--- config.mk ---
export PLATFORM = sky130hd
export DESIGN_NAME = dmc_diag_ctrl
export DESIGN_NICKNAME = d
export VERILOG_FILES = /design/src/verilog/dmc_diag_ctrl.v /design/src/verilog/dmc_tick.v /design/src/verilog/dmc_window.v
export VERILOG_INCLUDE_DIRS = /design/src /design/src/verilog
export SDC_FILE = /design/constraint.sdc
export NUM_CORES = 1
export LEC_CHECK = 0
export BUFFER_PORTS_ARGS = -buffer_cell sky130_fd_sc_hd__buf_2
export CAP_MARGIN = 20
export CORE_MARGIN = 4
export CORE_UTILIZATION = 35
export CTS_CLUSTER_DIAMETER = 100
export DETAILED_ROUTE_END_ITERATION = 7
export SLEW_MARGIN = 15
export SYNTH_ARGS = -nofsm -noshare
export SYNTH_HDL_FRONTEND = slang
export SYNTH_SLANG_ARGS = --single-unit
--- constraint.sdc ---
create_clock -name clk -period 6.25 [get_ports clk]
set_clock_uncertainty 0.2 [all_clocks]
set_input_delay 0 -clock clk [delete_from_list [all_inputs] [get_ports clk]]
set_output_delay 0 -clock clk [all_outputs]
set_load 0.005 [all_outputs]
--- src/verilog/dmc_regs.vh ---
// Register offsets, field positions, reset values and timing counts
`ifndef DMC_REGS_VH
`define DMC_REGS_VH
// ----------------------------------------------------------------------
// Register offsets
// ----------------------------------------------------------------------
`define DMC_A_CTRL        4'h0
`define DMC_A_DIAG_CONFIG_REG     4'h1
`define DMC_A_OPEN_TH     4'h2
`define DMC_A_TEMP_TH     4'h3
`define DMC_A_BIPOLAR     4'h4
`define DMC_A_CTST_EN     4'h5
`define DMC_A_SCAN        4'h6
`define DMC_A_COMP_OV     4'h7
`define DMC_A_FAULT2      4'h8
`define DMC_A_DIAG1       4'h9
`define DMC_A_DIAG2       4'hA
`define DMC_A_STATUS      4'hB
// ----------------------------------------------------------------------
// Fields
// ----------------------------------------------------------------------
`define DMC_CTRL_SERIAL_IFACE_SELECT  0
`define DMC_CTRL_DCTSTEN  1
`define DMC_CTRL_USERALR  2
`define DMC_CTRL_OPENSEL  3
`define DMC_SCAN_START    0
`define DMC_FLT2_OVTEMP   0
`define DMC_SCAN_CONFIG_FIELD_COMP  3'h2
`define DMC_SEL_TEMP_PROPORTIONAL_SOURCE      4'h1
`define DMC_SEL_VAA       4'h2
`define DMC_SEL_ALTERNATE_REFERENCE    4'h3
`define DMC_SEL_COMP      4'h4
`define DMC_SEL_VDDL      4'hD
`define DMC_DAC_FULL      12'h3FF
// Pass windows on the 14-bit result
`define DMC_VAA_LO        14'h0A55
`define DMC_VAA_HI        14'h0BF4
`define DMC_ALT_LO        14'h3247
`define DMC_ALT_HI        14'h341F
`define DMC_VDDL_LO       14'h2147
`define DMC_VDDL_HI       14'h24B6
`define DMC_COMP_LO       14'h1F3F
`define DMC_COMP_HI       14'h20BB
// ----------------------------------------------------------------------
// Reset values and timing
// ----------------------------------------------------------------------
`define DMC_RST_CTRL      8'h00
`define DMC_RST_OPEN_TH   12'h000
`define DMC_RST_TEMP_TH   14'h3FFF
`define DMC_CLK_MHZ       100
`define DMC_SETTLE_US     39
`define DMC_SETTLE_CYC    (`DMC_SETTLE_US * `DMC_CLK_MHZ)
`define DMC_TEMP_INT_US   1000
`define DMC_TEMP_INT_CYC  (`DMC_TEMP_INT_US * `DMC_CLK_MHZ)
`define DMC_SHUT_TEMP_C   145
`endif

--- src/verilog/dmc_diag_ctrl.v ---
// Diagnostic measurement control: alert pin test, open wire, die temp, diag selects
// What this block does
// Alert pin DC test active only in single UART mode with enable bit set.
// During DC test alert pin low when any alert present, else high.
// Writing the user alert bit sets or clears an alert condition.
// DC test works for every serial configuration, differential alert included.
// Host starts open wire check: open select set, comparator scan config 010.
// Open wire: flag comparator overvoltage bit for cells below open threshold.
// Open wire skips bipolar cells; their flags stay clear.
// Open modes enable pulldown currents on selected cells at chosen level.
// Die temperature above 145 C requests automatic shutdown.
// Select code 1 converts die temperature into result bits 15:2.
// Temperature conversion waits at least 39 us after cycle start.
// Die temperature checked against threshold every 1 ms; sets fault flag.
// Periodic over-temperature check suspended while either select requests code 1.
// Code 2 measures quarter reference on analog supply; pass A55 to BF4.
// Code 3 measures alternate reference and forces unipolar conversion.
// Alternate reference passes between 3247 and 341F, bounds reordered.
// Code D measures scaled logic regulator; pass 2147 to 24B6.
// Code 4 routes comparator path, threshold converter at 3FF.
// Comparator path result passes from 1F3F to 20BB.
// Host treats result as pass when inclusively inside the window.
`include "dmc_regs.vh"
module dmc_diag_ctrl #(
  parameter NCELL     = 14,
  parameter SETTLE    = `DMC_SETTLE_CYC,
  parameter TEMP_INT  = `DMC_TEMP_INT_CYC,
  parameter SHUT_CODE = 14'h3000
) (
  input  wire              clk,
  input  wire              rst,
  input  wire [3:0]        addr,
  input  wire [15:0]       wdata,
  input  wire              wr,
  input  wire              rd,
  output reg  [15:0]       rdata_q,
  input  wire              alert_any,
  input  wire [1:0]        serial_iface_config,
  input  wire [NCELL-1:0]  comp_cell_valid,
  input  wire [12*NCELL-1:0] comp_cell_value,
  input  wire              comp_scan_done,
  input  wire [13:0]       die_temp_code,
  input  wire              adc_done,
  input  wire [13:0]       adc_result,
  input  wire              meas_cycle_start,
  output reg               alert_out_pin_q,
  output reg               alert_out_oe_q,
  output reg  [NCELL-1:0]  pulldown_en_q,
  output reg  [2:0]        test_current_level_q,
  output reg               shutdown_q,
  output reg  [3:0]        adc_mux_sel_q,
  output reg               adc_ref_analog_q,
  output reg               adc_force_unipolar_q,
  output reg  [11:0]       threshold_dac_q,
  output reg               diag_conv_go_q
);
  // ----------------------------------------------------------------------
  // Registers
  // ----------------------------------------------------------------------
  reg [7:0]       ctrl_q;
  reg [3:0]       diag_select_one_q;
  reg [3:0]       diag_select_two_q;
  reg [2:0]       scan_config_q;
  reg [11:0]      open_wire_threshold_q;
  reg [13:0]      temp_th_q;
  reg [NCELL-1:0] bipolar_q;
  reg [NCELL-1:0] test_current_enables_q;
  reg [NCELL-1:0] comparator_over_flags_q;
  reg             die_overtemp_flag_q;
  reg [15:0]      diag_result_one_q;
  reg [15:0]      diag_result_two_q;
  reg             scan_busy_q;
  reg [16:0]      settle_q;
  reg             conv_slot_q;
  reg [NCELL-1:0] open_hits;
  wire            temp_tick;
  wire            pass_one;
  wire            pass_two;
  integer         i;

  wire user_forced_alert   = ctrl_q[`DMC_CTRL_USERALR];
  wire serial_iface_select = ctrl_q[`DMC_CTRL_SERIAL_IFACE_SELECT];
  wire open_wire_diag_select = ctrl_q[`DMC_CTRL_OPENSEL];
  wire dc_test = serial_iface_select & ctrl_q[`DMC_CTRL_DCTSTEN];
  wire temp_req = (diag_select_one_q == `DMC_SEL_TEMP_PROPORTIONAL_SOURCE) ||
                  (diag_select_two_q == `DMC_SEL_TEMP_PROPORTIONAL_SOURCE);
  wire open_mode = open_wire_diag_select && (scan_config_q == `DMC_SCAN_CONFIG_FIELD_COMP);
  wire wr_ctrl  = wr && (addr == `DMC_A_CTRL);
  wire wr_scan  = wr && (addr == `DMC_A_SCAN) && wdata[`DMC_SCAN_START];

  // ----------------------------------------------------------------------
  // 1 ms monitoring tick
  // ----------------------------------------------------------------------
  dmc_tick #(.WIDTH(17), .PERIOD(TEMP_INT)) u_tick (
    .clk    (clk),
    .rst    (rst),
    .tick_q (temp_tick)
  );

  // ----------------------------------------------------------------------
  // Register writes
  // ----------------------------------------------------------------------
  always @(posedge clk or posedge rst) begin
    if (rst) begin
      ctrl_q                 <= `DMC_RST_CTRL;
      diag_select_one_q      <= 4'h0;
      diag_select_two_q      <= 4'h0;
      test_current_level_q   <= 3'h0;
      scan_config_q          <= 3'h0;
      open_wire_threshold_q  <= `DMC_RST_OPEN_TH;
      temp_th_q              <= `DMC_RST_TEMP_TH;
      bipolar_q              <= {NCELL{1'b0}};
      test_current_enables_q <= {NCELL{1'b0}};
    end else if (wr) begin
      case (addr)
        `DMC_A_CTRL:    ctrl_q <= wdata[7:0];
        `DMC_A_DIAG_CONFIG_REG: begin
          diag_select_one_q    <= wdata[3:0];
          diag_select_two_q    <= wdata[7:4];
          test_current_level_q <= wdata[10:8];
        end
        `DMC_A_OPEN_TH: open_wire_threshold_q  <= wdata[11:0];
        `DMC_A_TEMP_TH: temp_th_q              <= wdata[13:0];
        `DMC_A_BIPOLAR: bipolar_q              <= wdata[NCELL-1:0];
        `DMC_A_CTST_EN: test_current_enables_q <= wdata[NCELL-1:0];
        `DMC_A_SCAN:    scan_config_q          <= wdata[3:1];
        default: ;
      endcase
    end
  end

  // ----------------------------------------------------------------------
  // Alert pin DC test
  // ----------------------------------------------------------------------
  // Pin released otherwise; differential alert does not gate the test
  always @(posedge clk or posedge rst) begin
    if (rst) begin
      alert_out_pin_q <= 1'b1;
      alert_out_oe_q  <= 1'b0;
    end else begin
      alert_out_oe_q  <= dc_test;
      alert_out_pin_q <= ~(alert_any | user_forced_alert);
    end
  end

  // ----------------------------------------------------------------------
  // Open wire detection
  // ----------------------------------------------------------------------
  always @* begin
    open_hits = {NCELL{1'b0}};
    for (i = 0; i < NCELL; i = i + 1) begin
      open_hits[i] = comp_cell_valid[i] && !bipolar_q[i] &&
                     (comp_cell_value[12*i +: 12] < open_wire_threshold_q);
    end
  end

  always @(posedge clk or posedge rst) begin
    if (rst) begin
      comparator_over_flags_q <= {NCELL{1'b0}};
      scan_busy_q             <= 1'b0;
      pulldown_en_q           <= {NCELL{1'b0}};
    end else begin
      if (wr_scan)
        scan_busy_q <= 1'b1;
      else if (comp_scan_done)
        scan_busy_q <= 1'b0;
      pulldown_en_q <= (open_mode && scan_busy_q) ?
                       test_current_enables_q : {NCELL{1'b0}};
      // Write-one-to-clear; a new hit in the same cycle wins
      comparator_over_flags_q <= (comparator_over_flags_q &
          ~((wr && addr == `DMC_A_COMP_OV) ? wdata[NCELL-1:0] : {NCELL{1'b0}})) |
          ((open_mode && scan_busy_q) ? open_hits : {NCELL{1'b0}});
    end
  end

  // ----------------------------------------------------------------------
  // Die temperature alert and shutdown
  // ----------------------------------------------------------------------
  always @(posedge clk or posedge rst) begin
    if (rst) begin
      die_overtemp_flag_q <= 1'b0;
      shutdown_q          <= 1'b0;
    end else begin
      if (temp_tick && !temp_req && die_temp_code > temp_th_q)
        die_overtemp_flag_q <= 1'b1;
      else if (wr && addr == `DMC_A_FAULT2 && wdata[`DMC_FLT2_OVTEMP])
        die_overtemp_flag_q <= 1'b0;
      // Sticky until reset; die must cool and the device restart
      if (die_temp_code > SHUT_CODE)
        shutdown_q <= 1'b1;
    end
  end

  // ----------------------------------------------------------------------
  // Diagnostic conversion sequencing
  // ----------------------------------------------------------------------
  always @(posedge clk or posedge rst) begin
    if (rst) begin
      settle_q       <= 17'h00000;
      conv_slot_q    <= 1'b0;
      diag_conv_go_q <= 1'b0;
    end else begin
      diag_conv_go_q <= 1'b0;
      if (meas_cycle_start) begin
        settle_q    <= SETTLE[16:0];
        conv_slot_q <= 1'b1;
      end else if (settle_q != 17'h00000) begin
        settle_q <= settle_q - 17'h00001;
      end else if (conv_slot_q) begin
        conv_slot_q    <= 1'b0;
        diag_conv_go_q <= 1'b1;
      end
    end
  end

  // Slot one converts first, then slot two after its done
  reg conv_two_q;
  wire [3:0] cur_sel = conv_two_q ? diag_select_two_q : diag_select_one_q;
  always @(posedge clk or posedge rst) begin
    if (rst) begin
      conv_two_q           <= 1'b0;
      diag_result_one_q    <= 16'h0000;
      diag_result_two_q    <= 16'h0000;
      adc_mux_sel_q        <= 4'h0;
      adc_ref_analog_q     <= 1'b0;
      adc_force_unipolar_q <= 1'b0;
      threshold_dac_q      <= 12'h000;
    end else begin
      adc_mux_sel_q        <= cur_sel;
      adc_ref_analog_q     <= (cur_sel == `DMC_SEL_VAA);
      adc_force_unipolar_q <= (cur_sel == `DMC_SEL_ALTERNATE_REFERENCE);
      threshold_dac_q      <= (cur_sel == `DMC_SEL_COMP) ? `DMC_DAC_FULL : 12'h000;
      if (adc_done) begin
        if (conv_two_q)
          diag_result_two_q <= {adc_result, 2'b00};
        else
          diag_result_one_q <= {adc_result, 2'b00};
        conv_two_q <= ~conv_two_q;
      end
    end
  end

  // ----------------------------------------------------------------------
  // Pass windows, shown in status
  // ----------------------------------------------------------------------
  function [27:0] win;
    input [3:0] sel;
    begin
      case (sel)
        `DMC_SEL_VAA:    win = {`DMC_VAA_LO,  `DMC_VAA_HI};
        `DMC_SEL_ALTERNATE_REFERENCE: win = {`DMC_ALT_LO,  `DMC_ALT_HI};
        `DMC_SEL_VDDL:   win = {`DMC_VDDL_LO, `DMC_VDDL_HI};
        `DMC_SEL_COMP:   win = {`DMC_COMP_LO, `DMC_COMP_HI};
        default:         win = {14'h0000, 14'h3FFF};
      endcase
    end
  endfunction

  wire [27:0] win_one = win(diag_select_one_q);
  wire [27:0] win_two = win(diag_select_two_q);

  dmc_window u_win_one (
    .value (diag_result_one_q[15:2]),
    .lo    (win_one[27:14]),
    .hi    (win_one[13:0]),
    .pass  (pass_one)
  );

  dmc_window u_win_two (
    .value (diag_result_two_q[15:2]),
    .lo    (win_two[27:14]),
    .hi    (win_two[13:0]),
    .pass  (pass_two)
  );

  // ----------------------------------------------------------------------
  // Read port
  // ----------------------------------------------------------------------
  always @(posedge clk or posedge rst) begin
    if (rst) begin
      rdata_q <= 16'h0000;
    end else if (rd) begin
      case (addr)
        `DMC_A_CTRL:    rdata_q <= {8'h00, ctrl_q};
        `DMC_A_DIAG_CONFIG_REG: rdata_q <= {5'h00, test_current_level_q,
                                    diag_select_two_q, diag_select_one_q};
        `DMC_A_OPEN_TH: rdata_q <= {4'h0, open_wire_threshold_q};
        `DMC_A_TEMP_TH: rdata_q <= {2'h0, temp_th_q};
        `DMC_A_BIPOLAR: rdata_q <= {{(16-NCELL){1'b0}}, bipolar_q};
        `DMC_A_CTST_EN: rdata_q <= {{(16-NCELL){1'b0}}, test_current_enables_q};
        `DMC_A_SCAN:    rdata_q <= {12'h000, scan_config_q, scan_busy_q};
        `DMC_A_COMP_OV: rdata_q <= {{(16-NCELL){1'b0}}, comparator_over_flags_q};
        `DMC_A_FAULT2:  rdata_q <= {15'h0000, die_overtemp_flag_q};
        `DMC_A_DIAG1:   rdata_q <= diag_result_one_q;
        `DMC_A_DIAG2:   rdata_q <= diag_result_two_q;
        `DMC_A_STATUS:  rdata_q <= {11'h000, shutdown_q, dc_test, temp_req,
                                    pass_two, pass_one};
        default:        rdata_q <= 16'h0000;
      endcase
    end else begin
      rdata_q <= 16'h0000;
    end
  end
endmodule

--- src/verilog/dmc_tick.v ---
// Free-running divider producing a one-cycle enable pulse
module dmc_tick #(
  parameter WIDTH  = 17,
  parameter PERIOD = 100000
) (
  input  wire clk,
  input  wire rst,
  output reg  tick_q
);
  reg [WIDTH-1:0] cnt_q;

  always @(posedge clk or posedge rst) begin
    if (rst) begin
      cnt_q  <= {WIDTH{1'b0}};
      tick_q <= 1'b0;
    end else if (cnt_q == PERIOD[WIDTH-1:0] - {{(WIDTH-1){1'b0}}, 1'b1}) begin
      cnt_q  <= {WIDTH{1'b0}};
      tick_q <= 1'b1;
    end else begin
      cnt_q  <= cnt_q + {{(WIDTH-1){1'b0}}, 1'b1};
      tick_q <= 1'b0;
    end
  end
endmodule

--- src/verilog/dmc_window.v ---
// Inclusive range check of a 14-bit diagnostic result
module dmc_window (
  input  wire [13:0] value,
  input  wire [13:0] lo,
  input  wire [13:0] hi,
  output wire        pass
);
  assign pass = (value >= lo) && (value <= hi);
endmodule
Yosys cells after proc, flatten, opt, wreduce, memory -nomap -nowiden
Cells that the tools add are included.
{"block": "word_totals", "output_inout_bits": 55, "inputBits": 240, "regBits": 207}
{"block": "op_classes", "addsub": 2, "order_cmp": 20, "bitwise_logic": 7, "mux": 22, "n_eq_ne": 27, "reduce_logical": 69}
{"op": "$pmux W28 S4", "count": 2}
{"op": "$pmux W16 S12", "count": 1}
{"op": "$lt A12 B12 Y1", "count": 14}
{"op": "$mux W17", "count": 3}
{"op": "$mux W14", "count": 3}
{"op": "$logic_and A1 B1 Y1", "count": 39}
{"op": "$eq A4 B2 Y1 const B", "count": 8}
{"op": "$eq A4 B3 Y1 const B", "count": 7}
{"op": "$ge A14 B14 Y1", "count": 2}
{"op": "$le A14 B14 Y1", "count": 2}
{"op": "$eq A4 B4 Y1 const B", "count": 6}
{"op": "$reduce_and A2 Y1", "count": 9}
{"op": "$add A17 B1 Y17 const B", "count": 1}
{"op": "$eq A17 B17 Y1 const B", "count": 1}
{"op": "$reduce_bool A17 Y1", "count": 1}
{"op": "$sub A17 B1 Y17 const B", "count": 1}
{"op": "$mux W16", "count": 1}
{"op": "$logic_not A1 Y1", "count": 15}
{"op": "$and A14 B14 Y14", "count": 1}
{"op": "$gt A14 B14 Y1", "count": 1}
{"op": "$gt A14 B14 Y1 const B", "count": 1}
{"op": "$not A14 Y14", "count": 1}
{"op": "$or A14 B14 Y14", "count": 1}
{"op": "$eq A4 B1 Y1 const B", "count": 3}
{"op": "other kinds (11)", "count": 23}

Logic depth before layout (Yosys ltp)
Gate-level depths: netlist (run 1).
{"block": "logic_depth", "word_depth": 6, "mapped_depth": 14}

Modules after synthesis
From an unflattened synthesis (run 1), not the netlist that was laid out.
{"block": "unflattened", "hier_cells": 1435, "hier_area_um2": 14315.0}
{"module": "dmc_diag_ctrl", "area_per_inst_um2": 12057.8, "instances": 1, "cells_per_inst": 1171, "seq_area_each_um2": 4523.1}
{"module": "dmc_window", "area_per_inst_um2": 703.2, "instances": 2, "cells_per_inst": 94, "seq_area_each_um2": 0.0}
{"module": "dmc_tick", "area_per_inst_um2": 850.8, "instances": 1, "cells_per_inst": 76, "seq_area_each_um2": 450.4}

Worst setup path before layout (run 1)
No wires, ideal clock.
{"block": "synth_path", "kind": "register -> register", "startpoint": "reg diag_select_one_q[1]", "endpoint": "reg rdata_q[0]", "n_path_buf": 0, "setup_slack_ps": 3693, "period_less_slack_ps": 2557, "t_required_ps": 5918, "stages_incl_launch_ff": 12, "arrival_ps": 2225, "path_cell_list": "dfrtp_1 -> nand2b_1 -> or3_4 -> inv_2 -> a211oi_2 -> ha_1 -> and4b_1 -> a31o_2 -> a211oi_1 -> a21oi_1 -> nor2_1 -> a211oi_2"}
{"block": "synth_between", "elab_chain_len": 6, "word_cells_on_any_way": 10}
{"item": "from (decl)", "line_no": "dmc_diag_ctrl.v:61", "rtl": "reg [3:0] diag_select_one_q;"}
{"item": "from (signal assigned)", "line_no": "dmc_diag_ctrl.v:118", "rtl": "diag_select_one_q <= wdata[3:0];"}
{"item": "$eq A4 B3 Y1 (tied with other cells)", "line_no": "dmc_diag_ctrl.v:249", "rtl": "case (sel)"}
{"item": "$pmux W28 S4 *", "line_no": "dmc_diag_ctrl.v:249"}
{"item": "$ge A14 B14 Y1 / $le A14 B14 Y1 (equally long branches)", "line_no": "dmc_window.v:8", "rtl": "assign pass = (value >= lo) && (value <= hi);"}
{"item": "$logic_and A1 B1 Y1 *", "line_no": "dmc_window.v:8"}
{"item": "$pmux W16 S12 *", "line_no": "dmc_diag_ctrl.v:283", "rtl": "case (addr)"}
{"item": "$mux W16 *", "line_no": "dmc_diag_ctrl.v:282", "rtl": "end else if (rd) begin"}
{"item": "to (signal assigned)", "line_no": "dmc_diag_ctrl.v:284", "rtl": "`DMC_A_CTRL: rdata_q <= {8'h00, ctrl_q};"}
{"item": "to (signal assigned)", "line_no": "dmc_diag_ctrl.v:285", "rtl": "`DMC_A_DIAG_CONFIG_REG: rdata_q <= {5'h00, test_current_level_q,"}
{"item": "to (signal assigned)", "line_no": "dmc_diag_ctrl.v:287", "rtl": "`DMC_A_OPEN_TH: rdata_q <= {4'h0, open_wire_threshold_q};"}
{"item": "to (decl)", "line_no": "dmc_diag_ctrl.v:36", "rtl": "output reg [15:0] rdata_q,"}
Mark *: on every way between the ends. The rest lies on a longest branch, timed or not.
A chain may end at the register's enable or synchronous reset.

Worst setup path in the final report (run 1)
{"block": "layout_path", "startpoint": "reg open_wire_threshold_q[6]", "endpoint": "reg comparator_over_flags_q[13]"}
{"block": "layout_between", "elab_chain_len": 4}
{"item": "from (decl)", "line_no": "dmc_diag_ctrl.v:64", "rtl": "reg [11:0] open_wire_threshold_q;"}
{"item": "from (signal assigned)", "line_no": "dmc_diag_ctrl.v:110", "rtl": "open_wire_threshold_q <= `DMC_RST_OPEN_TH;"}
{"item": "from (signal assigned)", "line_no": "dmc_diag_ctrl.v:122", "rtl": "`DMC_A_OPEN_TH: open_wire_threshold_q <= wdata[11:0];"}
{"item": "$lt A12 B12 Y1", "line_no": "dmc_diag_ctrl.v:153", "rtl": "(comp_cell_value[12*i +: 12] < open_wire_threshold_q);"}
{"item": "$logic_and A1 B1 Y1", "line_no": "dmc_diag_ctrl.v:152", "rtl": "open_hits[i] = comp_cell_valid[i] && !bipolar_q[i] &&"}
{"item": "$mux W14", "line_no": "dmc_diag_ctrl.v:172", "rtl": "((open_mode && scan_busy_q) ? open_hits : {NCELL{1'b0}});"}
{"item": "$or A14 B14 Y14", "line_no": "dmc_diag_ctrl.v:170", "rtl": "comparator_over_flags_q <= (comparator_over_flags_q &"}
{"item": "to (signal assigned)", "line_no": "dmc_diag_ctrl.v:159", "rtl": "comparator_over_flags_q <= {NCELL{1'b0}};"}
{"item": "to (signal assigned)", "line_no": "dmc_diag_ctrl.v:170"}
{"item": "to (decl)", "line_no": "dmc_diag_ctrl.v:68", "rtl": "reg [NCELL-1:0] comparator_over_flags_q;"}
Every way passes these cells.

==> flow_summary.ini, run 1 <==
[global_route]
grt_usage = 0.210
grt_max_degree = 99
antenna_found_initial = 7
grt_pass1_vias = 12400
grt_pass1_wl_mm = 68.9
overflow = 0

[critical_path]
reg2reg_from = open_wire_threshold_q[6]$_DFFE_PP0P_
critical_path_class = reg -> reg
crit_arrival_ps = 4320
critPathRequiredTime_ps = 6440
cp-end-kind = flip-flop
reg2reg_slack_ps = 2120
reg2regPathDepth = 11
reg2reg_to = comparator_over_flags_q[13]$_DFF_PP0_
path_max_fanout = 14
worstSetupStartpointType = flip-flop

[timing]
min_period_ps = 4130
tightest_slew_ps = 1160
setup_slack_ps = 2120
finalHoldViolCount = 0
tns_ps = 0
finalSetupViolCount = 0
timing.fmax_mhz = 242
rsz0062_at_grt = false
period_share = 0.660
maxSlewViolCount = 0
timing.slew.headroom = 0.221

[routing]
ant_nets = 0
drt-total-wl_mm = 44.4
wl_per_cell_um = 20.1
vias_per_cell = 5.38
dr.pass1.iters = 5
drc = 0
vias = 11900
detail_route.iter0.violations = 776

[outcome]
status = finished, final reports clean

[logic_synthesis]
yosysTopAreaCellShare = 0.335
syn_inst = 1315
ys_seq_elements = 198
netlist_area_um2 = 13700
synth_async_sr_flop_share = 1.00
syn_area_per_cell_um2 = 10.4
synth.distinct_cells = 78
synth_ff_type = dfrtp_1
seq_area_frac_synth = 0.364
ys_warn_count = 0
synth_area_leader_cell = dfrtp_1
synthTopCellsByArea = dfrtp_1 34%, ha_1 20%, mux2_2 7.8%
synth_edf_count = 0

[final_layout]
post-route-util = 0.443
ff_latch_area_um2 = 4970
nNetsFinal = 2130
fin_area_um2 = 17100
drive_gt1_frac = 0.273
multiInputGateArea_um2 = 8300
n_fill_cell = 3766
syn2layout_area_growth_pct = 25.3

[die]
start_util = 0.353
die_w_um = 206
rows = 72
ios = 295
die_y_um = 206
die-area_um2 = 42200
placeableCoreArea_um2 = 38600

[clocking]
cts_tree = done
postCtsSetupBuffers = 0
clockRootBuffer = clkbuf_16
path_clk_slew_ps = 90
numClockSinks = 198
cts_resized = 0
ctsHtreeMaxLevel = 4
cts_buffer_depth = 2
cts_hold_buf = 87
numCtsBuffers = 17
clock_latency_ps = 450

[place]
place_area_um2 = 15600
hpwl_mm = 34.9
place_ws_ps = 3380
place_congestion = 0.912
portBuffers = 288

[power_and_ir_drop]
p_leak_nw = 8.31
fin_total_pwr_mw = 4.80
power_density_nw_per_um2 = 280
ir_worst_vdd_uv = 203

[min_path]
hp-class = in -> async

[flow_run]
cap_violations = 0
[placed cells by master (no fill, tap or decap), types with 45 or more instances in the layout]
| cell type | count |
|---|---|
| nor2_1 | 78 |
| a21oi_1 | 45 |
| a21o_1 | 59 |
| inv_1 | 45 |
| dfrtp_1 | 183 |
| mux2_2 | 94 |
| ha_1 | 217 |
| dlygate4sd3_1 | 87 |
| buf_2 | 288 |
| nand2_1 | 91 |
[state kept, by name, summed over array words and instances (netlist names), 4 cells and up]
| name | cells |
|---|---|
| adc_mux_sel_q | 4 |
| bipolar_q | 14 |
| comparator_over_flags_q | 14 |
| ctrl_q | 8 |
| diag_result_one_q | 14 |
| diag_result_two_q | 14 |
| diag_select_one_q | 4 |
| diag_select_two_q | 4 |
| open_wire_threshold_q | 12 |
| pulldown_en_q | 14 |
| rdata_q | 16 |
| settle_q | 17 |
| temp_th_q | 14 |
| test_current_enables_q | 14 |
| u_tick.cnt_q | 17 |
[cells in the mapped netlist, drive strengths merged, types with 18 or more instances]
master and n:
ha 217, dfrtp 183, mux2 100, nand2 92
nor2 81, a21o 59, inv 48, a21oi 45
nand2b 38, o21ai 35, a22oi 33, nand3 29
buf 23, nand4 20, clkbuf 19, nor2b 18
[metal layers]
| layer | vias up | track usage | share of wire |
|---|---|---|---|
| met5 | - | 0 | 0 |
| met4 | 0 | 0.0677 | 0.027 |
| met3 | 72 | 0.0303 | 0.047 |
| met2 | 338 | 0.353 | 0.49 |
| met1 | 5847 | 0.278 | 0.44 |
| li1 | 5644 | - | - |
[kinds of logic (layout without fill, tap and decap cells)]
logic type,Yosys count,after routing,share of synthesized area
other cells,1,10,0.000275
buf+inv,90,460,0.0290
compound gates,290,290,0.151
xor+xnor,29,29,0.0186
fa+ha+maj,217,217,0.199
mux,110,110,0.0898
simple gates,380,380,0.148
flops,198,198,0.364
[where the power goes]
part           leakage [nW]  switching (mW)  internal (mW)
clock                 0.304           0.590          0.562
combinational          5.54           0.907          0.851
sequential             2.47           0.353           1.54
[metrics by stage]
stage / cells / hold WS [ps]
2_1_floorplan: 1316 / -173
3_3_place_gp: 2085 / -71.5
3_5_place_dp: 2085 / -63.7
4_1_cts: 2204 / 11.6
5_1_grt: 2211 / 66.6
6_report: 2212 / 3.11
[worst max-delay path by stage]
stage,start,to,slack [ps],depth (start not counted)
floorplan,rst,adc_force_unipolar_q$_DFF_PP0_,680,1
global route,open_wire_threshold_q[6]$_DFFE_PP0P_,comparator_over_flags_q[5]$_DFF_PP0_,1930,11
global placement,diag_select_two_q[1]$_DFFE_PP0P_,rdata_q[1]$_DFF_PP0_,3390,14
detailed placement,diag_select_one_q[1]$_DFFE_PP0P_,rdata_q[0]$_DFF_PP0_,3380,11
finish,open_wire_threshold_q[6]$_DFFE_PP0P_,comparator_over_flags_q[13]$_DFF_PP0_,2120,11
CTS,open_wire_threshold_q[6]$_DFFE_PP0P_,comparator_over_flags_q[13]$_DFF_PP0_,2150,11
[area by class of cell]
type / instances / share of cell area
Clock inverter: 14 / 0.0111
Tap cell: 518 / 0.0379
Sequential cell: 198 / 0.291
Antenna cell: 8 / 0.00117
Clock buffer: 18 / 0.0257
Multi-Input combinational cell: 1028 / 0.485
Timing Repair Buffer: 380 / 0.137
Inverter: 48 / 0.0110
[worst max-delay path, stage by stage (launching register included)]
cell,delay (ps)
dfrtp_1,420
inv_1,530
ha_1,380
a21o_1,190
a21o_1,170
a21o_1,170
a21oi_1,130
dlygate4sd3_1,570
o211ai_1,110
dlygate4sd3_1,590
nand2_1,70
dlygate4sd3_1,540
(Power assumes the default switching activity.)
==> run 2, diff against run 1 <==
--- a/config.mk
+++ b/config.mk
@@ -6,6 +6,7 @@
 export SDC_FILE = /design/constraint.sdc
 export NUM_CORES = 1
 export LEC_CHECK = 0
+export ABC_AREA = 1
 export BUFFER_PORTS_ARGS = -buffer_cell sky130_fd_sc_hd__buf_2
 export CAP_MARGIN = 20
 export CORE_MARGIN = 4
==> constraint.sdc (replaced) <==
create_clock -name clk -period 4.3 [get_ports clk]
set_clock_uncertainty 0.2 [all_clocks]
set_input_delay 0 -clock clk [delete_from_list [all_inputs] [get_ports clk]]
set_output_delay 0 -clock clk [all_outputs]
set_load 0.005 [all_outputs]
==> run 2 against run 1 <==
Net effect:
- flip-flop and latch count unchanged
- critical path depth fell by 2
- sequential share of layout area grew 0.10 points
- fmax grew 16%
- setup slack lost 1400 ps
- area after synthesis is 0.13% lower
- combinational power increased by 21%
- clock power increased by 45%
- largest power group unchanged
==> flow_summary.ini, run 2 <==
[outcome]
status = finished, final reports clean

[final_layout]
layout.cells.non_filler = 2562
drive_gt1_frac = 0.188
multiInputGateArea_um2 = 7690
reg_top3 = settle_q (17), u_tick.cnt_q (17), rdata_q (16)
mostFrequentLayoutCells = 314 x nand2_1, 288 x buf_2, 217 x ha_1, 195 x o21ai_0, 189 x inv_1
nNetsFinal = 2485
syn2layout_area_growth_pct = 25.0
final_common_cell = nand2_1
n_fill_cell = 3926
ff_latch_area_um2 = 4970

[clocking]
clock_latency_ps = 450
cts_resized = 0
cts_buffer_depth = 2
ctsHtreeMaxLevel = 4
numCtsBuffers = 17
postCtsSetupBuffers = 0
clockRootBuffer = clkbuf_16
cts_hold_buf = 88
numClockSinks = 198
path_clk_slew_ps = 80
cts_tree = done

[logic_synthesis]
synth_area_leader_cell = dfrtp_1
synth_async_sr_flop_share = 1.00
synth.distinct_cells = 55
synth_common_cells = 314 x nand2_1, 217 x ha_1, 195 x o21ai_0
syn_area_per_cell_um2 = 8.15
syn_inst = 1673
netlist_area_um2 = 13600
synth_edf_count = 0
ys_warn_count = 0
synth_ff_type = dfrtp_1
synth.most_common_cell = nand2_1
ys_seq_elements = 198
seq_area_frac_synth = 0.365
synthTopCellsByArea = dfrtp_1 34%, ha_1 20%, nand2_1 8.6%
yosysTopAreaCellShare = 0.336

[die]
ios = 295
start_util = 0.354
die-area_um2 = 42200
die_w_um = 205
rows = 72
die_y_um = 205
placeableCoreArea_um2 = 38600

[timing]
tightest_slew_ps = 995
timing.fmax_mhz = 281
timing.slew.headroom = 0.335
finalHoldViolCount = 0
rsz0062_at_grt = false
maxSlewViolCount = 0
tns_ps = 0
min_period_ps = 3560
period_share = 0.827
finalSetupViolCount = 0

[min_path]
hold_start = alert_any
hold_depth = 3
whs_endpoint = alert_out_pin_q$_DFF_PP1_
hp-class = in -> reg

[critical_path]
critical_path_class = reg -> reg
critPathRequiredTime_ps = 4480
reg2reg_to = comparator_over_flags_q[7]$_DFF_PP0_
crit_arrival_ps = 3740
worstSetupStartpointType = flip-flop
cp_slowest_cell = inv_1
reg2reg_slack_ps = 740
reg2reg_from = open_wire_threshold_q[11]$_DFFE_PP0P_
reg2regPathDepth = 9
cp_cell_sequence = inv_1 > ha_1 > a21oi_1 > o21ai_0 > a21oi_1 > nand4_1 > dlygate4sd3_1 > o21ai_0 > dlygate4sd3_1
path_max_fanout = 15
cp-end-kind = flip-flop
max_stage_delay_ps = 630

[place]
portBuffers = 288
hpwl_mm = 35.7
dp.cells = 2439
place_congestion = 0.906

[routing]
drt-total-wl_mm = 46.2
detail_route.iter0.violations = 957
dr.pass1.iters = 6
vias_per_cell = 5.11
drc = 0
ant_nets = 0
vias = 13100
wl_per_cell_um = 18.0

[global_route]
grt_usage = 0.216
grt_pass1_wl_mm = 71.4
grt_pass1_vias = 12900
antenna_found_initial = 4
grt_max_degree = 123
overflow = 0

[flow_run]
cap_violations = 0

[power_and_ir_drop]
power_density_nw_per_um2 = 363
ir_worst_vdd_uv = 248
p_leak_nw = 8.59
fin_total_pwr_mw = 6.19
==> run 2: cell types whose count changed after synthesis, moves of 16 or more <==
cell      previous run  this run
o21ai_0             34       195
a22oi_1             33         0
mux2_2              94         0
nand2b_1            38         0
a21oi_1             45       146
inv_1               46       190
nor2b_1             18         0
and2_1              17         1
nand2_1             91       314
nor2_1              78       121
a21o_1              59         0
nand3_1             29        59
==> run 2: power breakdown <==
group          total [mW]  internal [mW]  switching [mW]  leakage, nW
sequential           2.39           2.12           0.270         2.51
clock                1.67          0.802           0.870        0.294
combinational        2.13          0.848            1.28         5.79
total                6.19           3.77            2.42         8.59
==> run 2: routing by layer <==
| layer | part of all wire | GRT usage | routed length (µm) |
|---|---|---|---|
| met5 | 0.00028 | 0 | 13 |
| met4 | 0.027 | 0.0622 | 1270 |
| met3 | 0.054 | 0.0301 | 2510 |
| met2 | 0.48 | 0.369 | 22300 |
| met1 | 0.44 | 0.287 | 20100 |
==> run 2: layout make-up <==
cell class,count,area share
diodes,3,0.000440
clock buffers,17,0.0250
clock inverters,15,0.0107
inverters,199,0.0440
multi-input cells,1232,0.451
flip-flops and latches,198,0.292
well taps,518,0.0380
repair buffers,380,0.139
==> run 2: how the worst max path moves through the flow <==
stage,startpoint,endpoint,slack [ps],cells after the start
CTS,open_wire_threshold_q[1]$_DFFE_PP0P_,comparator_over_flags_q[0]$_DFF_PP0_,780,10
floorplan,rst,adc_force_unipolar_q$_DFF_PP0_,1550,1
global route,open_wire_threshold_q[1]$_DFFE_PP0P_,comparator_over_flags_q[9]$_DFF_PP0_,620,10
global placement,diag_select_two_q[0]$_DFFE_PP0P_,rdata_q[1]$_DFF_PP0_,1260,20
finish,open_wire_threshold_q[11]$_DFFE_PP0P_,comparator_over_flags_q[7]$_DFF_PP0_,740,9
detailed placement,diag_select_two_q[0]$_DFFE_PP0P_,rdata_q[1]$_DFF_PP0_,1260,20
==> run 2: kinds of logic (layout without fill, tap and decap cells) <==
| family | after synthesis | count (layout) | synth area share |
|---|---|---|---|
| buffers and inverters | 244 | 611 | 0.0715 |
| AO/OA/AOI/OAI | 426 | 426 | 0.173 |
| adder cells (fa/ha/maj) | 217 | 217 | 0.199 |
| AND/OR/NAND/NOR | 578 | 578 | 0.186 |
| XOR/XNOR | 9 | 9 | 0.00578 |
| other | 1 | 5 | 0.000275 |
| flip-flops | 198 | 198 | 0.365 |
==> run 2: worst max-delay path: cells and delay by family (launching register included) <==
| kind | cells | cell delay [ps] |
|---|---|---|
| AO/OA/AOI/OAI | 4 | 560 |
| AND/OR/NAND/NOR | 1 | 150 |
| buffers and inverters | 3 | 1800 |
| adder cells (fa/ha/maj) | 1 | 390 |
| flip-flops | 1 | 380 |
==> run 2: through the flow <==
stage	setup slack [ps]	cell area [µm²]	utilization	hold WS [ps]
floorplan	1550	13600	-	-173
global placement	1260	15500	0.403	-82.3
detailed placement	1260	15500	0.403	-68.0
CTS	781	17000	0.442	2.11
global route	624	17000	0.442	28.9
finish	744	17000	0.442	5.48
